## src/ric_consts.vh

```
// Purpose: shared offsets, field layout, reset values and timing counts
// Assumes: 32-bit register words, byte addresses on AXI4-Lite
// Notes:   included by the controller top and its arbiter
`ifndef RIC_CONSTS_VH
`define RIC_CONSTS_VH

// ----------------------------------------
// register byte offsets
// ----------------------------------------
`define RIC_OFS_FLAG      8'h00
`define RIC_OFS_MASK      8'h04
`define RIC_OFS_PRIO_LO   8'h08
`define RIC_OFS_PRIO_HI   8'h0C
`define RIC_OFS_RISE      8'h10
`define RIC_OFS_FALL      8'h14
`define RIC_OFS_KEY_EN    8'h18
`define RIC_OFS_CTRL      8'h1C
`define RIC_OFS_CAUSE     8'h20
`define RIC_OFS_CAUSE_EN  8'h24
`define RIC_OFS_STATUS    8'h28

// ----------------------------------------
// reset values
// ----------------------------------------
`define RIC_RST_MASK      16'hFFFF
`define RIC_RST_PRIO      16'hFFFF
`define RIC_RST_EDGE      8'h00
`define RIC_RST_CTRL      1'b0

// ----------------------------------------
// reset cause field positions
// ----------------------------------------
`define RIC_CAUSE_PIN     0
`define RIC_CAUSE_WDT     1
`define RIC_CAUSE_VOLT    2
`define RIC_CAUSE_ILLOP   3
`define RIC_CAUSE_PARITY  4
`define RIC_CAUSE_ACCESS  5
`define RIC_CAUSE_W       6

// ----------------------------------------
// codes and timing
// ----------------------------------------
`define RIC_ILLEGAL_OPCODE 8'hFF
`define RIC_RESP_MIN_CLK  9
`define RIC_RESP_MAX_CLK  16
`define RIC_RST_HOLD_CLK  16
`define RIC_LVL_NONE      3'h4
`define RIC_RESP_OKAY     2'h0
`define RIC_RESP_SLVERR   2'h2

`endif

```

## src/ric_sync.v

```verilog
// Purpose: three-flop pin synchroniser with agreement filter
// Assumes: inputs asynchronous to aclk
// Notes:   output moves only when stages two and three agree
`timescale 1ns/1ns
`default_nettype none

module ric_sync #(
  parameter W = 1,
  parameter [W-1:0] INIT = {W{1'b0}}
) (
  // clock and reset
  input  wire         aclk,
  input  wire         aresetn,
  // pins
  input  wire [W-1:0] pin_in,
  // filtered level
  output reg  [W-1:0] level_ff
);

  reg [W-1:0] s1_ff;
  reg [W-1:0] s2_ff;
  reg [W-1:0] s3_ff;

  genvar g;
  generate
    for (g = 0; g < W; g = g + 1) begin : g_bit
      always @(posedge aclk) begin
        if (!aresetn) begin
          s1_ff[g]    <= INIT[g];
          s2_ff[g]    <= INIT[g];
          s3_ff[g]    <= INIT[g];
          level_ff[g] <= INIT[g];
        end else begin
          s1_ff[g] <= pin_in[g];
          s2_ff[g] <= s1_ff[g];
          s3_ff[g] <= s2_ff[g];
          // s1 is seen only by s2
          if (s2_ff[g] == s3_ff[g]) begin
            level_ff[g] <= s3_ff[g];
          end
        end
      end
    end
  endgenerate

endmodule

`default_nettype wire

```

## src/ric_arb.v

```verilog
// Purpose: pick the pending request with the best level
// Assumes: level 0 is highest, 3 lowest
// Notes:   ties go to the lowest source index (default order)
`include "ric_consts.vh"
`timescale 1ns/1ns
`default_nettype none

module ric_arb #(
  parameter N  = 16,
  parameter IW = 4
) (
  // requests and levels
  input  wire [N-1:0]  req,
  input  wire [N-1:0]  lvl_hi,
  input  wire [N-1:0]  lvl_lo,
  // winner
  output reg           found,
  output reg  [IW-1:0] win_idx,
  output reg  [2:0]    win_lvl
);

  integer i;

  always @* begin
    found   = 1'b0;
    win_idx = {IW{1'b0}};
    win_lvl = `RIC_LVL_NONE;
    // descending walk with <= lets lower index win a tie
    for (i = N - 1; i >= 0; i = i - 1) begin
      if (req[i] && ({1'b0, lvl_hi[i], lvl_lo[i]} <= win_lvl)) begin
        found   = 1'b1;
        win_idx = i[IW-1:0];
        win_lvl = {1'b0, lvl_hi[i], lvl_lo[i]};
      end
    end
  end

endmodule

`default_nettype wire

```

## src/ric_top.v

```verilog
// Purpose: reset source collection and maskable interrupt controller
// Assumes: single clock aclk, software access over AXI4-Lite
// Notes:   sources 0..NEXT-1 pin edges, NEXT key return, rest internal
//
// Contract
// - External reset pin asserted puts the system into reset.
// - Watchdog loop detection causes internal reset.
// - Power-on or voltage detector supply drop causes internal reset.
// - Executing opcode FFH is illegal and causes internal reset.
// - Illegal opcode reset suppressed while emulator is active.
// - RAM read parity error causes internal reset.
// - Access to a forbidden memory region causes internal reset.
// - Four priority levels, two bits per source in two register groups.
// - Servicing starts 9 to 16 clocks after acceptance.
// - One request flag per source, readable and clearable by software.
// - One mask bit per source; set mask blocks acknowledge.
// - Rising and falling edge enable groups per external pin.
// - External pin edges raise external requests.
// - Key return detection raises an external request.
// - Equal priority ties resolved by fixed default order.
// - Higher priority preempts a lower priority service in progress.
//
// The placing of the registers and the AXI4-Lite interface to the registers were chosen for this implementation.
`include "ric_consts.vh"
`timescale 1ns/1ns
`default_nettype none

module ric_top #(
  parameter NEXT     = 6,
  parameter NKEY     = 8,
  parameter NINT     = 9,
  parameter RST_HOLD = `RIC_RST_HOLD_CLK,
  parameter RESP_CYC = `RIC_RESP_MIN_CLK
) (
  // clock and reset
  input  wire        aclk,
  input  wire        aresetn,
  // axi4-lite write address
  input  wire        s_axi_awvalid,
  output wire        s_axi_awready,
  input  wire [7:0]  s_axi_awaddr,
  // axi4-lite write data
  input  wire        s_axi_wvalid,
  output wire        s_axi_wready,
  input  wire [31:0] s_axi_wdata,
  input  wire [3:0]  s_axi_wstrb,
  // axi4-lite write response
  output wire        s_axi_bvalid,
  input  wire        s_axi_bready,
  output wire [1:0]  s_axi_bresp,
  // axi4-lite read address
  input  wire        s_axi_arvalid,
  output wire        s_axi_arready,
  input  wire [7:0]  s_axi_araddr,
  // axi4-lite read data
  output wire        s_axi_rvalid,
  input  wire        s_axi_rready,
  output wire [31:0] s_axi_rdata,
  output wire [1:0]  s_axi_rresp,
  // reset causes
  input  wire        reset_pin_n,
  input  wire        wdt_loop,
  input  wire        por_detect,
  input  wire        voltage_detector,
  input  wire        opcode_fetch,
  input  wire [7:0]  opcode,
  input  wire        emu_active,
  input  wire        ram_read,
  input  wire        ram_parity_err,
  input  wire        illegal_access,
  // interrupt sources
  input  wire [NEXT-1:0] ext_int_pin,
  input  wire [NKEY-1:0] key_pin,
  input  wire [NINT-1:0] int_src,
  // cpu side
  input  wire        cpu_reti,
  output wire        sys_reset,
  output wire        svc_start,
  output wire [3:0]  svc_vector,
  output wire [1:0]  svc_level,
  output wire        irq
);

  localparam N = NEXT + 1 + NINT;

  // ----------------------------------------
  // registers
  // ----------------------------------------
  reg  [N-1:0]  request_flag_bit_ff;
  reg  [N-1:0]  source_mask_bit_ff;
  reg  [N-1:0]  priority_low_bit_ff;
  reg  [N-1:0]  priority_high_bit_ff;
  reg  [NEXT-1:0] rising_edge_enable_reg_ff;
  reg  [NEXT-1:0] falling_edge_enable_reg_ff;
  reg  [NKEY-1:0] key_enable_ff;
  reg           glob_en_ff;
  reg  [`RIC_CAUSE_W-1:0] cause_ff;
  reg  [`RIC_CAUSE_W-1:0] cause_en_ff;
  reg           irq_ff;

  // ----------------------------------------
  // pin synchronisers
  // ----------------------------------------
  wire          rpin_n_s;
  wire [NEXT+NKEY-1:0] pins_s;
  reg  [NEXT-1:0] ext_prev_ff;
  reg  [NKEY-1:0] key_prev_ff;

  ric_sync #(.W(1), .INIT(1'b1)) u_rst_sync (
    .aclk     (aclk),
    .aresetn  (aresetn),
    .pin_in   (reset_pin_n),
    .level_ff (rpin_n_s)
  );

  ric_sync #(.W(NEXT + NKEY), .INIT({(NEXT + NKEY){1'b1}})) u_pin_sync (
    .aclk     (aclk),
    .aresetn  (aresetn),
    .pin_in   ({key_pin, ext_int_pin}),
    .level_ff (pins_s)
  );

  wire [NEXT-1:0] ext_s = pins_s[NEXT-1:0];
  wire [NKEY-1:0] key_s = pins_s[NEXT+NKEY-1:NEXT];

  // ----------------------------------------
  // reset sources
  // ----------------------------------------
  wire [`RIC_CAUSE_W-1:0] cause_hit;
  reg  [4:0]    rst_cnt_ff;
  reg           sys_reset_ff;

  assign cause_hit[`RIC_CAUSE_PIN]    = ~rpin_n_s;
  assign cause_hit[`RIC_CAUSE_WDT]    = wdt_loop;
  assign cause_hit[`RIC_CAUSE_VOLT]   = por_detect | voltage_detector;
  assign cause_hit[`RIC_CAUSE_ILLOP]  = opcode_fetch & ~emu_active &
                                        (opcode == `RIC_ILLEGAL_OPCODE);
  assign cause_hit[`RIC_CAUSE_PARITY] = ram_read & ram_parity_err;
  assign cause_hit[`RIC_CAUSE_ACCESS] = illegal_access;

  // reset stretched so short pulses still clear the system
  always @(posedge aclk) begin
    if (!aresetn) begin
      sys_reset_ff <= 1'b1;
      rst_cnt_ff   <= 5'h00;
    end else if (|cause_hit) begin
      sys_reset_ff <= 1'b1;
      rst_cnt_ff   <= RST_HOLD[4:0];
    end else if (rst_cnt_ff != 5'h00) begin
      rst_cnt_ff   <= rst_cnt_ff - 5'h01;
    end else begin
      sys_reset_ff <= 1'b0;
    end
  end

  // ----------------------------------------
  // request events
  // ----------------------------------------
  wire [N-1:0] evt;
  assign evt[NEXT-1:0] = (ext_s & ~ext_prev_ff & rising_edge_enable_reg_ff) |
                         (~ext_s & ext_prev_ff & falling_edge_enable_reg_ff);
  // key return on any enabled key falling
  assign evt[NEXT] = |(~key_s & key_prev_ff & key_enable_ff);
  assign evt[N-1:NEXT+1] = int_src;

  always @(posedge aclk) begin
    if (!aresetn) begin
      ext_prev_ff <= {NEXT{1'b1}};
      key_prev_ff <= {NKEY{1'b1}};
    end else begin
      ext_prev_ff <= ext_s;
      key_prev_ff <= key_s;
    end
  end

  // ----------------------------------------
  // arbitration and service
  // ----------------------------------------
  localparam ST_IDLE = 1'b0;
  localparam ST_WAIT = 1'b1;

  wire         found;
  wire [3:0]   win_idx;
  wire [2:0]   win_lvl;
  reg          state_ff;
  reg  [4:0]   wait_ff;
  reg  [3:0]   isr_ff;
  reg  [2:0]   cur_lvl;
  reg          svc_start_ff;
  reg  [3:0]   svc_vector_ff;
  reg  [1:0]   svc_level_ff;
  reg  [N-1:0] ack_clr;

  // default order on ties; masked sources excluded
  ric_arb #(.N(N), .IW(4)) u_arb (
    .req     (request_flag_bit_ff & ~source_mask_bit_ff),
    .lvl_hi  (priority_high_bit_ff),
    .lvl_lo  (priority_low_bit_ff),
    .found   (found),
    .win_idx (win_idx),
    .win_lvl (win_lvl)
  );

  // best level now in service
  always @* begin
    cur_lvl = `RIC_LVL_NONE;
    if (isr_ff[3]) cur_lvl = 3'h3;
    if (isr_ff[2]) cur_lvl = 3'h2;
    if (isr_ff[1]) cur_lvl = 3'h1;
    if (isr_ff[0]) cur_lvl = 3'h0;
  end

  // only a strictly better level may nest
  wire accept = glob_en_ff & found & (win_lvl < cur_lvl) & (state_ff == ST_IDLE);

  always @(posedge aclk) begin
    if (!aresetn) begin
      state_ff      <= ST_IDLE;
      wait_ff       <= 5'h00;
      isr_ff        <= 4'h0;
      svc_start_ff  <= 1'b0;
      svc_vector_ff <= 4'h0;
      svc_level_ff  <= 2'h0;
    end else begin
      svc_start_ff <= 1'b0;
      if (cpu_reti && state_ff == ST_IDLE) begin
        isr_ff <= isr_ff & (isr_ff - 4'h1);
      end
      case (state_ff)
        ST_IDLE: begin
          if (accept) begin
            state_ff      <= ST_WAIT;
            wait_ff       <= RESP_CYC[4:0] - 5'h01;
            svc_vector_ff <= win_idx;
            svc_level_ff  <= win_lvl[1:0];
          end
        end
        ST_WAIT: begin
          if (wait_ff == 5'h01) begin
            state_ff     <= ST_IDLE;
            svc_start_ff <= 1'b1;
            isr_ff       <= isr_ff | (4'h1 << svc_level_ff);
          end
          wait_ff <= wait_ff - 5'h01;
        end
        default: state_ff <= ST_IDLE;
      endcase
    end
  end

  // flag cleared when its service is committed
  always @* begin
    ack_clr = {N{1'b0}};
    if (accept) ack_clr[win_idx] = 1'b1;
  end

  // ----------------------------------------
  // axi4-lite slave
  // ----------------------------------------
  reg         awready_ff, wready_ff, bvalid_ff, arready_ff, rvalid_ff;
  reg         aw_held_ff, w_held_ff;
  reg  [7:0]  awaddr_ff;
  reg  [31:0] wdata_ff;
  reg  [3:0]  wstrb_ff;
  reg  [1:0]  bresp_ff, rresp_ff;
  reg  [31:0] rdata_ff;
  reg  [31:0] rd_val;
  reg         rd_ok, wr_ok;

  wire do_wr = aw_held_ff & w_held_ff & ~bvalid_ff;
  wire do_rd = s_axi_arvalid & arready_ff;
  wire [31:0] bmask = {{8{wstrb_ff[3]}}, {8{wstrb_ff[2]}},
                       {8{wstrb_ff[1]}}, {8{wstrb_ff[0]}}};
  wire [31:0] wbits = wdata_ff & bmask;

  always @* begin
    wr_ok = 1'b1;
    case (awaddr_ff)
      `RIC_OFS_FLAG, `RIC_OFS_MASK, `RIC_OFS_PRIO_LO, `RIC_OFS_PRIO_HI,
      `RIC_OFS_RISE, `RIC_OFS_FALL, `RIC_OFS_KEY_EN, `RIC_OFS_CTRL,
      `RIC_OFS_CAUSE_EN: wr_ok = 1'b1;
      default: wr_ok = 1'b0;
    endcase
  end

  always @* begin
    rd_val = 32'h0000_0000;
    rd_ok  = 1'b1;
    case (s_axi_araddr)
      `RIC_OFS_FLAG:     rd_val[N-1:0]    = request_flag_bit_ff;
      `RIC_OFS_MASK:     rd_val[N-1:0]    = source_mask_bit_ff;
      `RIC_OFS_PRIO_LO:  rd_val[N-1:0]    = priority_low_bit_ff;
      `RIC_OFS_PRIO_HI:  rd_val[N-1:0]    = priority_high_bit_ff;
      `RIC_OFS_RISE:     rd_val[NEXT-1:0] = rising_edge_enable_reg_ff;
      `RIC_OFS_FALL:     rd_val[NEXT-1:0] = falling_edge_enable_reg_ff;
      `RIC_OFS_KEY_EN:   rd_val[NKEY-1:0] = key_enable_ff;
      `RIC_OFS_CTRL:     rd_val[0]        = glob_en_ff;
      `RIC_OFS_CAUSE:    rd_val[`RIC_CAUSE_W-1:0] = cause_ff;
      `RIC_OFS_CAUSE_EN: rd_val[`RIC_CAUSE_W-1:0] = cause_en_ff;
      `RIC_OFS_STATUS:   rd_val[12:0] = {svc_level_ff, svc_vector_ff, isr_ff,
                                         state_ff, sys_reset_ff, found};
      default:           rd_ok = 1'b0;
    endcase
  end

  always @(posedge aclk) begin
    if (!aresetn) begin
      awready_ff <= 1'b1;
      wready_ff  <= 1'b1;
      aw_held_ff <= 1'b0;
      w_held_ff  <= 1'b0;
      awaddr_ff  <= 8'h00;
      wdata_ff   <= 32'h0000_0000;
      wstrb_ff   <= 4'h0;
      bvalid_ff  <= 1'b0;
      bresp_ff   <= `RIC_RESP_OKAY;
      arready_ff <= 1'b1;
      rvalid_ff  <= 1'b0;
      rdata_ff   <= 32'h0000_0000;
      rresp_ff   <= `RIC_RESP_OKAY;
    end else begin
      if (s_axi_awvalid && awready_ff) begin
        awaddr_ff  <= s_axi_awaddr;
        aw_held_ff <= 1'b1;
        awready_ff <= 1'b0;
      end
      if (s_axi_wvalid && wready_ff) begin
        wdata_ff  <= s_axi_wdata;
        wstrb_ff  <= s_axi_wstrb;
        w_held_ff <= 1'b1;
        wready_ff <= 1'b0;
      end
      if (do_wr) begin
        bvalid_ff <= 1'b1;
        bresp_ff  <= wr_ok ? `RIC_RESP_OKAY : `RIC_RESP_SLVERR;
      end
      if (bvalid_ff && s_axi_bready) begin
        bvalid_ff  <= 1'b0;
        aw_held_ff <= 1'b0;
        w_held_ff  <= 1'b0;
        awready_ff <= 1'b1;
        wready_ff  <= 1'b1;
      end
      if (do_rd) begin
        arready_ff <= 1'b0;
        rvalid_ff  <= 1'b1;
        rdata_ff   <= rd_val;
        rresp_ff   <= rd_ok ? `RIC_RESP_OKAY : `RIC_RESP_SLVERR;
      end else if (rvalid_ff && s_axi_rready) begin
        rvalid_ff  <= 1'b0;
        arready_ff <= 1'b1;
      end
    end
  end

  // ----------------------------------------
  // register file
  // ----------------------------------------
  wire wr_at_flag  = do_wr && awaddr_ff == `RIC_OFS_FLAG;
  wire rd_at_cause = do_rd && s_axi_araddr == `RIC_OFS_CAUSE;

  always @(posedge aclk) begin
    if (!aresetn) begin
      request_flag_bit_ff        <= {N{1'b0}};
      source_mask_bit_ff         <= `RIC_RST_MASK;
      priority_low_bit_ff        <= `RIC_RST_PRIO;
      priority_high_bit_ff       <= `RIC_RST_PRIO;
      rising_edge_enable_reg_ff  <= {NEXT{1'b0}};
      falling_edge_enable_reg_ff <= {NEXT{1'b0}};
      key_enable_ff              <= `RIC_RST_EDGE;
      glob_en_ff                 <= `RIC_RST_CTRL;
      cause_ff                   <= {`RIC_CAUSE_W{1'b0}};
      cause_en_ff                <= {`RIC_CAUSE_W{1'b0}};
      irq_ff                     <= 1'b0;
    end else begin
      // write-one clears; events set even when masked
      request_flag_bit_ff <= (request_flag_bit_ff &
                              ~(wr_at_flag ? wbits[N-1:0] : {N{1'b0}}) &
                              ~ack_clr) | evt;
      // cause is sticky, read clears, new hit wins
      cause_ff <= (rd_at_cause ? {`RIC_CAUSE_W{1'b0}} : cause_ff) | cause_hit;
      irq_ff   <= |(cause_ff & cause_en_ff);
      if (do_wr) begin
        case (awaddr_ff)
          `RIC_OFS_MASK: source_mask_bit_ff <=
            (source_mask_bit_ff & ~bmask[N-1:0]) | wbits[N-1:0];
          `RIC_OFS_PRIO_LO: priority_low_bit_ff <=
            (priority_low_bit_ff & ~bmask[N-1:0]) | wbits[N-1:0];
          `RIC_OFS_PRIO_HI: priority_high_bit_ff <=
            (priority_high_bit_ff & ~bmask[N-1:0]) | wbits[N-1:0];
          `RIC_OFS_RISE: rising_edge_enable_reg_ff <=
            (rising_edge_enable_reg_ff & ~bmask[NEXT-1:0]) | wbits[NEXT-1:0];
          `RIC_OFS_FALL: falling_edge_enable_reg_ff <=
            (falling_edge_enable_reg_ff & ~bmask[NEXT-1:0]) | wbits[NEXT-1:0];
          `RIC_OFS_KEY_EN: key_enable_ff <=
            (key_enable_ff & ~bmask[NKEY-1:0]) | wbits[NKEY-1:0];
          `RIC_OFS_CTRL: if (wstrb_ff[0]) glob_en_ff <= wdata_ff[0];
          `RIC_OFS_CAUSE_EN: if (wstrb_ff[0]) cause_en_ff <=
            wdata_ff[`RIC_CAUSE_W-1:0];
          default: ;
        endcase
      end
    end
  end

  // ----------------------------------------
  // outputs
  // ----------------------------------------
  assign s_axi_awready = awready_ff;
  assign s_axi_wready  = wready_ff;
  assign s_axi_bvalid  = bvalid_ff;
  assign s_axi_bresp   = bresp_ff;
  assign s_axi_arready = arready_ff;
  assign s_axi_rvalid  = rvalid_ff;
  assign s_axi_rdata   = rdata_ff;
  assign s_axi_rresp   = rresp_ff;
  assign sys_reset     = sys_reset_ff;
  assign svc_start     = svc_start_ff;
  assign svc_vector    = svc_vector_ff;
  assign svc_level     = svc_level_ff;
  assign irq           = irq_ff;

endmodule

`default_nettype wire

```

## config.mk

```make
export PLATFORM = sky130hd
export DESIGN_NAME = ric_top
export DESIGN_NICKNAME = d
export VERILOG_FILES = /design/src/ric_sync.v /design/src/ric_arb.v /design/src/ric_top.v
export VERILOG_INCLUDE_DIRS = /design/src
export SDC_FILE = /design/constraint.sdc
export NUM_CORES = 1
export LEC_CHECK = 0
export BUFFER_PORTS_ARGS = -buffer_cell sky130_fd_sc_hd__buf_2
export CORE_UTILIZATION = 57
export DETAILED_ROUTE_END_ITERATION = 10
export GPL_ROUTABILITY_DRIVEN = 0
export PLACE_DENSITY = 0.77
export SETUP_SLACK_MARGIN = 0.2
export SLEW_MARGIN = 40
export SYNTH_ARGS = -nofsm -noshare
export SYNTH_HDL_FRONTEND = slang
export SYNTH_SLANG_ARGS = --single-unit
```

## constraint.sdc

```tcl
create_clock -name aclk -period 22.5 [get_ports aclk]
set_input_delay 3.375 -clock aclk [delete_from_list [all_inputs] [get_ports aclk]]
set_output_delay 3.375 -clock aclk [all_outputs]
set_load 0.02 [all_outputs]
```

# After elaboration in Yosys (flattened, before gate mapping)

Index checks and enable logic that the tools add are counted.

Input bits: 100
Output and inout port bits: 50
Word-level logic and storage cells: 333
Flip-flop bits (word level): 248

Add/sub/neg operators: 3
Eq/ne operators: 36
Shift-type cells: 1
Reductions and logical operators: 46
$lt $le $gt $ge: 19
Bitwise logic cells: 52
Muxes and demuxes: 81

Operator list:

| cell                                                             | count |
|---|---|
| 16-bit bitwise AND                                               | 7 |
| 4-bit two-way mux                                                | 19 |
| 8-bit by 5-bit == test with 1-bit output (second input constant) | 8 |
| 16-bit inverter                                                  | 4 |
| 16-bit OR                                                        | 4 |
| 3-bit two-way mux                                                | 20 |
| 5-bit one-hot mux with 10 select lines                           | 1 |
| 2-bit by 3-bit less-or-equal comparator with 1-bit output        | 15 |
| 6-bit bitwise AND                                                | 7 |
| 8-bit by 4-bit == test with 1-bit output (second input constant) | 4 |
| 8-bit by 6-bit == test with 1-bit output (second input constant) | 4 |
| 16-bit two-way mux                                               | 2 |
| 1-bit two-way mux                                                | 26 |
| 5-bit one-hot mux with 5 select lines                            | 1 |
| 8-bit bitwise AND                                                | 3 |
| 1-bit logical AND                                                | 24 |
| 6-bit OR                                                         | 4 |
| 6-bit inverter                                                   | 3 |
| 8-bit by 3-bit == test with 1-bit output (second input constant) | 2 |
| 8-bit zero test                                                  | 2 |
| 8-bit inverter                                                   | 2 |
| 2-bit AND reduction                                              | 8 |
| 1-bit == test                                                    | 15 |
| 5-bit two-way mux                                                | 3 |
| other kinds (33)                                                 | 50 |

# Logic depth before layout (Yosys ltp)

Depth after elaboration: 57
Gate-level depth with buffers: 109
Depth with buffers taken out: 107

# By module

Synthesis repeated with hierarchy kept, for this count alone.

Cells, all modules: 1403
Area total of the unflattened synthesis: 11971.5 um^2

By module, submodules not included:

| module                 | cells each | instances | sequential area each (um^2) | area each (um^2) |
|---|---|---|---|---|
| ric_top                | 989        | 1         | 3723.6                      | 8440.6 |
| ric_arb                | 258        | 1         | 0.0                         | 1742.9 |
| ric_sync at u_pin_sync | 146        | 1         | 1121.1                      | 1675.4 |
| ric_sync at u_rst_sync | 10         | 1         | 80.1                        | 112.6 |

# Worst setup path before layout

OpenSTA, ideal clock, no wires.

Path kind: reg-to-reg
Start point: register with a tool-made name
End point: register request_flag_bit_ff[0]
Required time: 22.365 ns
Path slack: 3.564 ns
Arrival: 18.801 ns
Cell stages (with the launch flop): 103
Library setup time: 0.135 ns
Clock period less this slack: 18.936 ns
Path buffers: 2
Cells stage by stage: dfxtp_1 > and2b_1 > nand2_1 > ha_1 > nor2b_1 > o211ai_1 > nand3_1 > and2_1 > ha_1 > a222oi_1 > nand2b_1 > a21o_1 > ha_1 > nor2b_1 > o21ai_0 > o21a_1 > a311oi_1 > or2_2 > (+67 left out) > a21oi_2 > or2_2 > ha_1 > nor2b_1 > o21ai_0 > nand2_1 > o21ai_4 > or2b_1 > a21boi_0 > ha_1 > nand2_1 > nand3b_1 > nand4b_1 > or3_1 > buf_2 > nand2b_1 > o22ai_4 > a311oi_1

RTL lines:

| element                | line          | text |
|---|---|---|
| end signal: assignment | ric_top.v:364 | `request_flag_bit_ff <= {N{1'b0}};` |
| end signal: assignment | ric_top.v:377 | `request_flag_bit_ff <= (request_flag_bit_ff &` |
| end: declaration       | ric_top.v:89  | `reg [N-1:0] request_flag_bit_ff;` |

# Worst setup path in the final report

Start point: register request_flag_bit_ff[15]
End point: register request_flag_bit_ff[0]

Elaborated cells between the ends (all ways): 93
Those cells by class: order compare: 18; mux: 51; bitwise: 7; reduce/logical: 17

RTL lines:

| element                                                   | line          | text |
|---|---|---|
| 16-bit bitwise AND (*)                                    | ric_top.v:196 | `.req (request_flag_bit_ff & ~source_mask_bit_ff),` |
| 1-bit logical AND (*)                                     | ric_arb.v:30  | `if (req[i] && ({1'b0, lvl_hi[i], lvl_lo[i]} <= win_lvl)) begin` |
| 3-bit two-way mux (*)                                     | ric_arb.v:30  |  |
| 2-bit by 3-bit less-or-equal comparator with 1-bit output | ric_arb.v:30  |  |
| 1-bit logical AND                                         | ric_arb.v:30  |  |
| 3-bit two-way mux (*)                                     | ric_arb.v:30  |  |
| 2-bit by 3-bit less-or-equal comparator with 1-bit output | ric_arb.v:30  |  |
| 1-bit logical AND                                         | ric_arb.v:30  |  |
| (+39 left out)                                            | -             |  |
| 3-bit two-way mux (*)                                     | ric_arb.v:30  |  |
| named net u_arb.win_lvl[1]                                | ric_arb.v:19  | `output reg [2:0] win_lvl` |
| 3-bit less-than comparator (*)                            | ric_top.v:214 | `wire accept = glob_en_ff & found & (win_lvl < cur_lvl) & (state_ff == ST_IDLE);` |
| 1-bit bitwise AND (*) (2 in a row)                        | ric_top.v:214 |  |
| 16-bit two-way mux (*)                                    | ric_top.v:254 | `if (accept) ack_clr[win_idx] = 1'b1;` |
| 16-bit inverter (*)                                       | ric_top.v:379 | `~ack_clr) \| evt;` |
| 16-bit bitwise AND (*)                                    | ric_top.v:378 | `~(wr_at_flag ? wbits[N-1:0] : {N{1'b0}}) &` |
| 16-bit OR (*)                                             | ric_top.v:379 |  |

Mark *: on every way through the listed nets, which the timed path passes. The rest lies on a longest branch.
A chain may end at the register's enable or synchronous reset.

==> results.txt <==
reg2reg setup slack: 1.43 ns
share of cells above drive strength 1: 15.6%
Worst setup EP type: flip-flop
area of the multi-input gates: 0.00624 mm^2
final worst-path cycle share: 93.6%
final setup margin: 1.43 ns
I/O Buffers: 113
Initial Utilization: 58.6%
TritonCTS clock tree: built
die height: 144 um
Most Frequent Cell on Critical Path: ha_1
Clock Tree Root: clkbuf_16
IR drop worst, VDD: 0.0680 mV
hold_ws: 0.404 ns
Top FF cell, synth: dfxtp_1
Lkg Pwr: 0.00586 uW
Core Util, Final: 67.4%
ys async rst share: 0%
dpl cells: 1674
DPL Wire Length: 21.3 mm
ANT cells: 0
Die Wd: 144 um
Reg-to-Reg Start: request_flag_bit_ff[15]
Seq cells post-synth: 246
Critical Path Fanout Max: 10
Clock Latency Late Sink: 0.54 ns
Seq/Total Area, Yosys: 42.9%
crit start category: flip-flop
commonest non-fill, non-tap cell in the layout: dfxtp_1
register area: 0.00492 mm^2
Final #Nets: 1585
worst-margin pin slew: 0.800 ns
vias per cell: 5.91
RSZ-0062 raised after global routing: false
filler-free cell count of the finished design: 1736
vias in the first global route: 9551
Overflow after GRT: 0
Worst path max stage delay: 0.44 ns
Worst EP required: 22.89 ns
most frequent cells in the layout: dfxtp_1, nand2_1, nor2_1
Post-Route WL: 30.5 mm
I/O pin total: 150
# hold bufs at CTS: 0
highest clock rate: 47.5 MHz
relative slew slack: 46.5%
Post-synth EDFFs: 0
Core ar.: 0.0196 mm^2
area added between synthesis and finish: 15.0%
Sink Count: 246
CTS max path bufs: 3
via count: 10300
mapped cell area: 0.0115 mm^2
setup TNS: 0 ns
WP data arrival: 21.46 ns
PwrDens: 69.7 mW/mm^2
drc violations: 0
setup violators final: 0
CP Class: reg -> reg
Avg Inst Size Synth: 8.53 um^2
FILL cells: 1660
skew final: 0.0136 ns
largest net degree at the start of global routing: 103
CP Launch Point: request_flag_bit_ff[15]
Tmin final: 21.07 ns
first-pass GRT wire length: 47.8 mm
post-DR wirelength/cell: 17.5 um
status: finished clean
Hold Crit Start: u_pin_sync.s1_ff[7]
starting DRC count in detailed routing: 907
path depth of the worst reg2reg path: 103
fin. max-slew vios: 0
R2R Path End: request_flag_bit_ff[0]
slowest cell on the critical path: or3_1
Place WS: 0.446 ns
Final ANT Viol Nets: 0
Post-Synthesis Cells: 1346
DRT Pass-1 Iters: 6
FP Rows: 51
Hold Crit Class: reg -> reg
die area: 0.0207 mm^2
number of buffers created by CTS: 26
Worst Hold Depth: 1
Max-cap violations: 0
YS warnings: 0
antenna violations before repair: 0
synth unique cells: 77
final hold vios: 0
GRT Resource Usage Total: 29.4%
Reg clk slew, reported paths: 0.06 ns
Hold EP: u_pin_sync.s2_ff[7]
H-tree depth: 1
-- repair_timing --
item,in CTS,in global routing
pin swaps,0,9
buffers inserted,0,13
setup endpoints to repair,5,28
gates resized for setup,1,21
-- final cells by class --
type	instances	area share, %
inverter	33	0.938
tap	265	2.51
multi-input combinational	1010	47.2
clock inverter	16	0.957
timing repair buffer	134	5.62
clock buffer	32	5.48
sequential	246	37.3
-- per-layer routing --
metal | routed length (um) | up-vias | GRT usage, %
met1 | 12700 | 4843 | 37.1
li1 | - | 4932 | -
met2 | 14400 | 387 | 48.9
met4 | 1140 | 0 | 12.7
met3 | 2250 | 90 | 5.40
met5 | 0 | - | 0
-- metrics by stage --
stage / total power, uW / area (um^2)
2_1_floorplan: 492 / 11600
3_3_place_gp: 507 / 12200
3_5_place_dp: 508 / 12200
4_1_cts: 924 / 13000
5_1_grt: 949 / 13200
6_report: 921 / 13200
-- how the worst max path moves through the flow --
| stage | slack (ns) | depth (start not counted) | end |
|---|---|---|---|
| floorplan | 3.56 | 102 | request_flag_bit_ff[0] |
| global placement | 0.97 | 100 | request_flag_bit_ff[15] |
| detailed placement | 0.45 | 100 | request_flag_bit_ff[15] |
| CTS | 0.26 | 100 | request_flag_bit_ff[7] |
| global route | 0.06 | 104 | request_flag_bit_ff[0] |
| finish | 1.43 | 103 | request_flag_bit_ff[0] |
-- kinds of logic after synthesis --
group / count (synthesis) / synth area share, %
multiplexers: 82 / 7.19
buffers and inverters: 107 / 4.16
AO/OA/AOI/OAI: 327 / 19.0
other: 1 / 0.0326
flip-flops: 246 / 42.9
adder cells (fa/ha/maj): 34 / 3.70
AND/OR/NAND/NOR: 546 / 22.9
XOR/XNOR: 3 / 0.229
-- where the power goes --
part	switching, uW	internal, uW	leakage (uW)
Clock	179	242	0.000427
Sequential	10.4	446	0.00201
Combinational	27.3	16.5	0.00343
-- cells in the mapped netlist (5+ instances only) --
cell,number,area (um^2)
nor4_1,5,31.3
buf_4,19,143
nor2_1,123,462
nor3_1,18,90.1
o211ai_1,5,37.5
a211oi_1,8,60.1
a222oi_1,17,170
mux2i_1,78,781
a31oi_1,6,37.5
nor2b_1,27,169
a311oi_1,19,166
dfxtp_1,246,4920
a21oi_1,103,515
or2_2,6,37.5
ha_1,34,425
and2_1,12,75.1
nand3_1,17,85.1
o22ai_1,9,56.3
nand2b_1,83,519
clkbuf_1,47,176
nand4_1,8,50.1
a21boi_0,6,45.0
a221oi_1,9,78.8
nand2_1,206,773
nand3b_1,10,75.1
o21ai_0,62,310
a22oi_1,31,233
inv_1,32,120
o21a_1,9,67.6
-- worst max-delay path: cells and delay by family (launching register included) --
family	cells	cell delay [ns]
buffers and inverters	3	0.37
AOI/OAI and AO/OA	46	8.90
adders and majority gates	16	4.32
and+or+nand+nor	36	6.10
DFF	1	0.38
muxes	2	0.79
(Power assumes the default switching activity.)
